### src/design/alu_pkg.sv
package alu_pkg;

  // ********************************************************
  // widths and types
  // ********************************************************
  localparam int ACC_W  = 32;
  localparam int WORD_W = 16;
  localparam int ADDR_W = 16;

  typedef logic [ACC_W-1:0]  alu_acc_t;
  typedef logic [WORD_W-1:0] alu_word_t;
  typedef logic [ADDR_W-1:0] alu_addr_t;

  // ********************************************************
  // operation, operand source and sequencer state encodings
  // ********************************************************
  typedef enum logic [1:0] {
    OP_AND = 2'h0,
    OP_OR  = 2'h1,
    OP_XOR = 2'h2
  } alu_op_e;

  typedef enum logic [1:0] {
    SRC_DIRECT  = 2'h0,
    SRC_POINTER = 2'h1,
    SRC_IMM     = 2'h2
  } alu_src_e;

  typedef enum logic [1:0] {
    ST_IDLE      = 2'h0,
    ST_PTR_WAIT  = 2'h1,
    ST_WORD_WAIT = 2'h2,
    ST_EXEC      = 2'h3
  } alu_state_e;

  // ********************************************************
  // reset values
  // ********************************************************
  localparam alu_acc_t  ACC_RST      = 32'h0000_0000;
  localparam alu_addr_t ADDR_RST     = 16'h0000;
  localparam logic      ZERO_FLG_RST = 1'h0;
  localparam logic      NEG_FLG_RST  = 1'h0;

  // ********************************************************
  // sign bit position, high-half fill and next-word step
  // ********************************************************
  localparam int SIGN_BIT = ACC_W - 1;
  localparam alu_word_t HI_ZERO = 16'h0000;
  localparam alu_addr_t NEXT_WORD = 16'h0001;

endpackage

### src/design/alu_dp_if.sv
`timescale 1ns/1ps
`default_nettype none
interface alu_dp_if;
  import alu_pkg::*;

  logic      clr;
  logic      wr;
  logic      imm_ld;
  alu_word_t word;
  alu_acc_t  imm;
  alu_acc_t  operand;
  alu_op_e   op;
  logic      wide;
  alu_acc_t  acc;
  alu_acc_t  result;
  logic      zero;
  logic      neg;

  modport ctl  (output clr, wr, imm_ld, word, imm, op, wide, acc,
                input  operand, result, zero, neg);
  modport asm  (input  clr, wr, imm_ld, word, imm,
                output operand);
  modport core (input  op, wide, acc, operand,
                output result, zero, neg);
endinterface
`default_nettype wire

### src/design/alu_opnd_asm.sv
`timescale 1ns/1ps
`default_nettype none
module alu_opnd_asm
  import alu_pkg::*;
(
  // clock and reset
  input wire logic clk,
  input wire logic reset,
  // datapath
  alu_dp_if.asm    dp
);

  typedef struct packed {
    alu_acc_t operand;
    logic     half;
  } alu_asm_s;

  alu_asm_s st_ff;
  alu_asm_s nxt_st;

  // ********************************************************
  // operand assembly
  // ********************************************************
  always_comb begin
    nxt_st = st_ff;
    if (dp.imm_ld) begin
      nxt_st.operand = dp.imm;
      nxt_st.half    = 1'b0;
    end else if (dp.clr) begin
      nxt_st.operand = ACC_RST;
      nxt_st.half    = 1'b0;
    end else if (dp.wr) begin
      // lower address fills low half, next word the high half
      if (!st_ff.half) begin
        nxt_st.operand[WORD_W-1:0] = dp.word;
      end else begin
        nxt_st.operand[ACC_W-1:WORD_W] = dp.word;
      end
      nxt_st.half = ~st_ff.half;
    end
  end

  always_ff @(posedge clk) begin
    if (reset) begin
      st_ff <= '{operand: ACC_RST, half: 1'b0};
    end else begin
      st_ff <= nxt_st;
    end
  end

  assign dp.operand = st_ff.operand;

endmodule // alu_opnd_asm
`default_nettype wire

### src/design/alu_logic_core.sv
`timescale 1ns/1ps
`default_nettype none
module alu_logic_core
  import alu_pkg::*;
(
  // datapath
  alu_dp_if.core dp
);

  alu_acc_t opnd;

  // ********************************************************
  // logic operation and status
  // ********************************************************
  always_comb begin
    // narrow forms see a zero-extended memory word
    opnd = dp.wide ? dp.operand : {HI_ZERO, dp.operand[WORD_W-1:0]};
    unique case (dp.op)
      OP_AND: dp.result = dp.acc & opnd;
      OP_OR:  dp.result = dp.acc | opnd;
      OP_XOR: dp.result = dp.acc ^ opnd;
      default: dp.result = dp.acc;
    endcase
    dp.zero = (dp.result == ACC_RST);
    dp.neg  = dp.result[SIGN_BIT];
  end

endmodule // alu_logic_core
`default_nettype wire

### src/design/alu_unit.sv
`timescale 1ns/1ps
`default_nettype none
module alu_unit
  import alu_pkg::*;
(
  // clock and reset
  input  wire logic          CLK,
  input  wire logic          RESET,
  // operation request
  input  wire logic          OP_VALID,
  input  wire logic [1:0]    OP_CODE,
  input  wire logic          OP_WIDE,
  input  wire logic [1:0]    OP_SRC,
  input  wire alu_pkg::alu_addr_t OP_ADDR,
  input  wire alu_pkg::alu_acc_t  OP_IMM,
  output var  logic          BUSY,
  output var  logic          DONE,
  output var  logic          REJECT,
  // accumulator load
  input  wire logic          ACC_LOAD,
  input  wire alu_pkg::alu_acc_t  ACC_LOAD_DATA,
  // word memory read port
  output var  logic          MEM_RD_REQ,
  output var  alu_pkg::alu_addr_t MEM_ADDR,
  input  wire logic          MEM_RD_VALID,
  input  wire alu_pkg::alu_word_t MEM_RD_DATA,
  // accumulator and status
  output var  alu_pkg::alu_acc_t  ACC,
  output var  logic          ZERO_RESULT_FLAG,
  output var  logic          NEGATIVE_RESULT_FLAG
);
  import alu_pkg::*;

  // ********************************************************
  // state
  // ********************************************************
  typedef struct packed {
    alu_state_e state;
    alu_op_e    op;
    logic       wide;
    logic       word_hi;
    alu_acc_t   acc;
    logic       zero;
    logic       neg;
    logic       busy;
    logic       done;
    logic       reject;
    logic       mem_req;
    alu_addr_t  mem_addr;
  } alu_state_s;

  localparam alu_state_s ST_RST = '{
    state: ST_IDLE, op: OP_AND, wide: 1'b0, word_hi: 1'b0,
    acc: ACC_RST, zero: ZERO_FLG_RST, neg: NEG_FLG_RST, busy: 1'b0,
    done: 1'b0, reject: 1'b0, mem_req: 1'b0, mem_addr: ADDR_RST};

  alu_state_s st_ff;
  alu_state_s nxt_st;
  logic       op_legal;
  logic       src_legal;
  logic       take_op;

  alu_dp_if dp ();

  // ********************************************************
  // sub-blocks
  // ********************************************************
  alu_opnd_asm u_asm (
    .clk   (CLK),
    .reset (RESET),
    .dp    (dp.asm)
  );

  alu_logic_core u_core (
    .dp (dp.core)
  );

  // ********************************************************
  // request decode
  // ********************************************************
  always_comb begin
    op_legal  = (OP_CODE == OP_AND) || (OP_CODE == OP_OR) || (OP_CODE == OP_XOR);
    // immediate only for wide forms
    src_legal = (OP_SRC == SRC_DIRECT) || (OP_SRC == SRC_POINTER)
             || ((OP_SRC == SRC_IMM) && OP_WIDE);
    take_op   = (st_ff.state == ST_IDLE) && OP_VALID;
  end

  // datapath control
  always_comb begin
    dp.clr    = take_op;
    dp.imm_ld = take_op && op_legal && src_legal && (OP_SRC == SRC_IMM);
    dp.imm    = OP_IMM;
    dp.wr     = (st_ff.state == ST_WORD_WAIT) && MEM_RD_VALID;
    dp.word   = MEM_RD_DATA;
    dp.op     = st_ff.op;
    dp.wide   = st_ff.wide;
    dp.acc    = st_ff.acc;
  end

  // ********************************************************
  // sequencer
  // ********************************************************
  always_comb begin
    nxt_st         = st_ff;
    nxt_st.done    = 1'b0;
    nxt_st.reject  = 1'b0;
    nxt_st.mem_req = 1'b0;
    unique case (st_ff.state)
      ST_IDLE: begin
        if (OP_VALID) begin
          if (!op_legal || !src_legal) begin
            nxt_st.reject = 1'b1;
          end else begin
            nxt_st.op      = alu_op_e'(OP_CODE);
            nxt_st.wide    = OP_WIDE;
            nxt_st.word_hi = 1'b0;
            nxt_st.busy    = 1'b1;
            if (OP_SRC == SRC_IMM) begin
              nxt_st.state = ST_EXEC;
            end else begin
              nxt_st.mem_req  = 1'b1;
              nxt_st.mem_addr = OP_ADDR;
              nxt_st.state    = (OP_SRC == SRC_POINTER) ? ST_PTR_WAIT
                                                         : ST_WORD_WAIT;
            end
          end
        end else if (ACC_LOAD) begin
          nxt_st.acc = ACC_LOAD_DATA;
        end
      end
      ST_PTR_WAIT: begin
        if (MEM_RD_VALID) begin
          // pointer word holds the operand address
          nxt_st.mem_req  = 1'b1;
          nxt_st.mem_addr = MEM_RD_DATA;
          nxt_st.state    = ST_WORD_WAIT;
        end
      end
      ST_WORD_WAIT: begin
        if (MEM_RD_VALID) begin
          if (st_ff.wide && !st_ff.word_hi) begin
            nxt_st.word_hi  = 1'b1;
            nxt_st.mem_req  = 1'b1;
            nxt_st.mem_addr = st_ff.mem_addr + NEXT_WORD;
          end else begin
            nxt_st.state = ST_EXEC;
          end
        end
      end
      ST_EXEC: begin
        nxt_st.acc   = dp.result;
        nxt_st.zero  = dp.zero;
        nxt_st.neg   = dp.neg;
        nxt_st.done  = 1'b1;
        nxt_st.busy  = 1'b0;
        nxt_st.state = ST_IDLE;
      end
    endcase
  end

  always_ff @(posedge CLK) begin
    if (RESET) begin
      st_ff <= ST_RST;
    end else begin
      st_ff <= nxt_st;
    end
  end

  // ********************************************************
  // outputs
  // ********************************************************
  always_comb begin
    BUSY                 = st_ff.busy;
    DONE                 = st_ff.done;
    REJECT               = st_ff.reject;
    MEM_RD_REQ           = st_ff.mem_req;
    MEM_ADDR             = st_ff.mem_addr;
    ACC                  = st_ff.acc;
    ZERO_RESULT_FLAG     = st_ff.zero;
    NEGATIVE_RESULT_FLAG = st_ff.neg;
  end

  alu_acc_t chk_opnd;
  assign chk_opnd = st_ff.wide ? dp.operand : {HI_ZERO, dp.operand[WORD_W-1:0]};
endmodule // alu_unit
`default_nettype wire

### config.mk
export PLATFORM = sky130hd
export DESIGN_NAME = alu_unit
export DESIGN_NICKNAME = d
export VERILOG_FILES = /design/src/design/alu_pkg.sv /design/src/design/alu_dp_if.sv /design/src/design/alu_opnd_asm.sv /design/src/design/alu_logic_core.sv /design/src/design/alu_unit.sv
export SDC_FILE = /design/constraint.sdc
export NUM_CORES = 1
export LEC_CHECK = 0
export BUFFER_PORTS_ARGS = -buffer_cell sky130_fd_sc_hd__buf_2
export CAP_MARGIN = 15
export CORE_MARGIN = 2
export CORE_UTILIZATION = 50
export DETAILED_ROUTE_END_ITERATION = 7
export HOLD_SLACK_MARGIN = 0.02
export PLACE_DENSITY = 0.73
export SYNTH_ARGS = -nofsm -noshare
export SYNTH_HDL_FRONTEND = slang
export SYNTH_HIERARCHICAL = 1
export SYNTH_SLANG_ARGS = --single-unit
export TNS_END_PERCENT = 20
### constraint.sdc
create_clock -name CLK -period 2.9 [get_ports CLK]
set_clock_uncertainty 0.2 [all_clocks]
set_input_delay 0.145 -clock CLK [delete_from_list [all_inputs] [get_ports CLK]]
set_output_delay 0.145 -clock CLK [all_outputs]
set_load 0.01 [all_outputs]
==> impl_metrics.csv <==
group,metric,value,unit
sta,fin_crit,2753,ps
critical_path,critical_path.endpoint_type,"register",
critical_path,required,2990,ps
detailed_routing,drc_errors,0,
power,ir_drop,271.9,uV
logic_synthesis,synth_xor_xnor_area_share,0.4800,%
sta,slew_headroom,47.07,%
sta,setup-tns-final,0,ps
clocking,tritoncts,"yes",
logic_synthesis,synth_edf_count,0,
grt,grt_max_degree,38,
power,powerDensity,418.5,mW/mm2
detailed_routing,wl_per_cell,17.66,um
placement,gp_congestion,0.9665,
grt,antenna_found_initial,0,
detailed_routing,drt_iter0_markers,572,
sta,tightest_slew,790.9,ps
layout,final_cell_mix,"159 x buf_2, 127 x dlygate4sd3_1, 107 x inv_1",
logic_synthesis,synthAdderAreaFrac,12.69,%
min_path,hp-start,"RESET",
logic_synthesis,ys_ff_latch,93,
min_path,hold_path.class,"in -> reg",
sta,period_share,94.95,%
logic_synthesis,synth_top_family_by_area,"multiplexers",
sta,slew_viol_final,0,
clocking,cts_buffer_depth,2,
clocking,clockRootBuffer,"clkbuf_16",
status,run_status,"completed",
critical_path,crit_path_start_kind,"register",
clocking,cts.sinks,93,
logic_synthesis,synth-compound-area-share,12.82,%
logic_synthesis,synth_fp_nets,989,
placement,dp_hpwl,14.27,mm
critical_path,critPathLaunch,"st_ff[58]",
detailed_routing,viasPerCell,5.549,
floorplan,rows,44,
power,total_leakage_power,4.341,nW
floorplan,core_area,0.01437,mm2
sta,hold_viol,0,
grt,grt_pass1_vias,6554,
detailed_routing,vias,6609,
layout,final_common_cell,"buf_2",
layout,final_util,64.47,%
placement,io_buffers,159,
critical_path,crit_path_max_fanout,9,
logic_synthesis,synth_flop_cell,"dfxtp_1",
floorplan,dieArea,0.01558,mm2
clocking,h-tree-depth,3,
grt,gr-total-overflow,0,
floorplan,start_util,50.79,%
layout,areaGrowthSynthToFinish,26.93,%
logic_synthesis,syn_area_per_cell,9.021,um2
logic_synthesis,ys_types,59,
grt,track_usage,26.99,%
logic_synthesis,synth_area,0.007298,mm2
logic_synthesis,synth-simple-area-share,11.37,%
layout,nFillCells,1137,
logic_synthesis,async_flop_share,0,%
detailed_routing,ant_nets,0,
floorplan,pin_count,160,
sta,max_freq,0.3632,GHz
grt,grt_pass1_wl,33.60,mm
clocking,cts_buffers,9,
layout,layoutNonFillerInstCount,1191,
critical_path,cp_data_arrival_time,2840,ps
layout,diodes,0,
placement,dp.cells,1042,
clocking,clk_pin_slew,70,ps
clocking,clk_latency,360,ps
layout,multiInputGateArea,0.004180,mm2
logic_synthesis,muxShareOfSynthArea,19.63,%
layout,final_nets,1183,
sta,hold_ws,67.49,ps
layout,seqCellArea,0.001863,mm2
detailed_routing,drt_pre_antenna_iters,6,
sta,rsz0062_at_grt,"true",
sta,setup-violations-final,0,
logic_synthesis,yosysSeqAreaShare,25.51,%
critical_path,criticalPathCategory,"reg -> reg",
critical_path,r2r-start,"st_ff[58]",
floorplan,die_h,124.8,um
floorplan,die_w,124.8,um
run,max_cap_violations,0,
detailed_routing,drt-total-wl,21.03,mm
logic_synthesis,ys_warn_count,6,
layout,drive_gt1_share,24.73,%
logic_synthesis,synthCells,809,
-- Yosys cell counts, drive strengths merged, types with 7 or more instances --
library cell | number | area share, %
mux4 | 32 | 9.9
and2 | 7 | 0.60
o21ai | 36 | 2.5
nor2 | 55 | 2.9
nor3 | 9 | 0.62
clkbuf | 21 | 1.1
dfxtp | 93 | 26
ha | 74 | 13
nand4 | 8 | 0.69
o2bb2ai | 11 | 1.3
nor4 | 9 | 0.86
inv | 107 | 5.5
a21oi | 10 | 0.69
a211oi | 35 | 3.8
buf | 105 | 11
a221oi | 9 | 1.1
nand2 | 60 | 3.2
mux2i | 70 | 9.6
-- routing by layer --
metal	up-vias	GRT usage [%]	routed length, um
met5	-	0	0
met1	3115	35.86	9229
met3	52	5.498	1515
li1	3124	-	-
met2	318	43.30	9655
met4	0	10.39	632
-- worst max-delay path: stages, from the launching register on --
cell	delay, ps
dfxtp_1	360
inv_1	130
ha_2	290
and4b_1	260
nand4_1	250
nor4b_1	370
a221oi_1	80
dlygate4sd3_1	610
o21ai_0	140
-- final timing paths --
| kind | endpoint | slack, ps | cells past startpoint |
|---|---|---|---|
| max reg2reg | MEM_ADDR[13] | 150 | 8 |
| min | dp.wide | 70 | 2 |
| min reg2reg | BUSY | 300 | 2 |
| max | MEM_ADDR[13] | 150 | 8 |
-- registers in the layout, indices dropped and copies added, names as in the netlist --
register	flops
ZERO_RESULT_FLAG	1
REJECT	1
u_asm/st_ff	1
MEM_ADDR	16
ACC	32
DONE	1
dp.wide	1
MEM_RD_REQ	1
dp.op	2
NEGATIVE_RESULT_FLAG	1
st_ff	3
BUSY	1
u_asm/dp.operand	32
-- what timing repair did --
action,4_1_cts,5_1_grt
buffers inserted,0,7
setup endpoints to repair,0,15
gates resized for setup,0,2
endpoints found under the hold margin,82,0
hold buffers,127,0
-- final cells by class --
cell class	count	area share [%]
repair buffers	309	24.72
multi-input cells	483	45.12
well taps	184	2.485
clock buffers	10	2.580
clock inverters	5	0.6483
flip-flops and latches	93	20.11
inverters	107	4.335
-- logic make-up (layout without fill, tap and decap cells) --
group	after synthesis	after routing
multiplexers	103	103
AND/OR/NAND/NOR	175	175
buffers and inverters	233	431
AO/OA/AOI/OAI	127	127
XOR/XNOR	4	4
flip-flops	93	93
adder cells (fa/ha/maj)	74	74
-- report_power, final --
group,leakage (nW),switching [mW],internal [mW]
Combinational,3.44,0.584,0.550
Clock,0.145,0.555,0.691
Sequential,0.757,0.123,1.37
Total,4.34,1.26,2.61
-- stage by stage --
stage | instance area (um2) | setup slack, ps | power [mW]
2_1_floorplan | 7298 | 345.6 | 2.240
3_3_place_gp | 7624 | 498.6 | 2.458
3_5_place_dp | 7624 | 453.6 | 2.484
4_1_cts | 9194 | 11.64 | 3.852
5_1_grt | 9264 | -46.46 | 4.069
6_report | 9264 | 146.5 | 3.877
(Power assumes the default switching activity.)
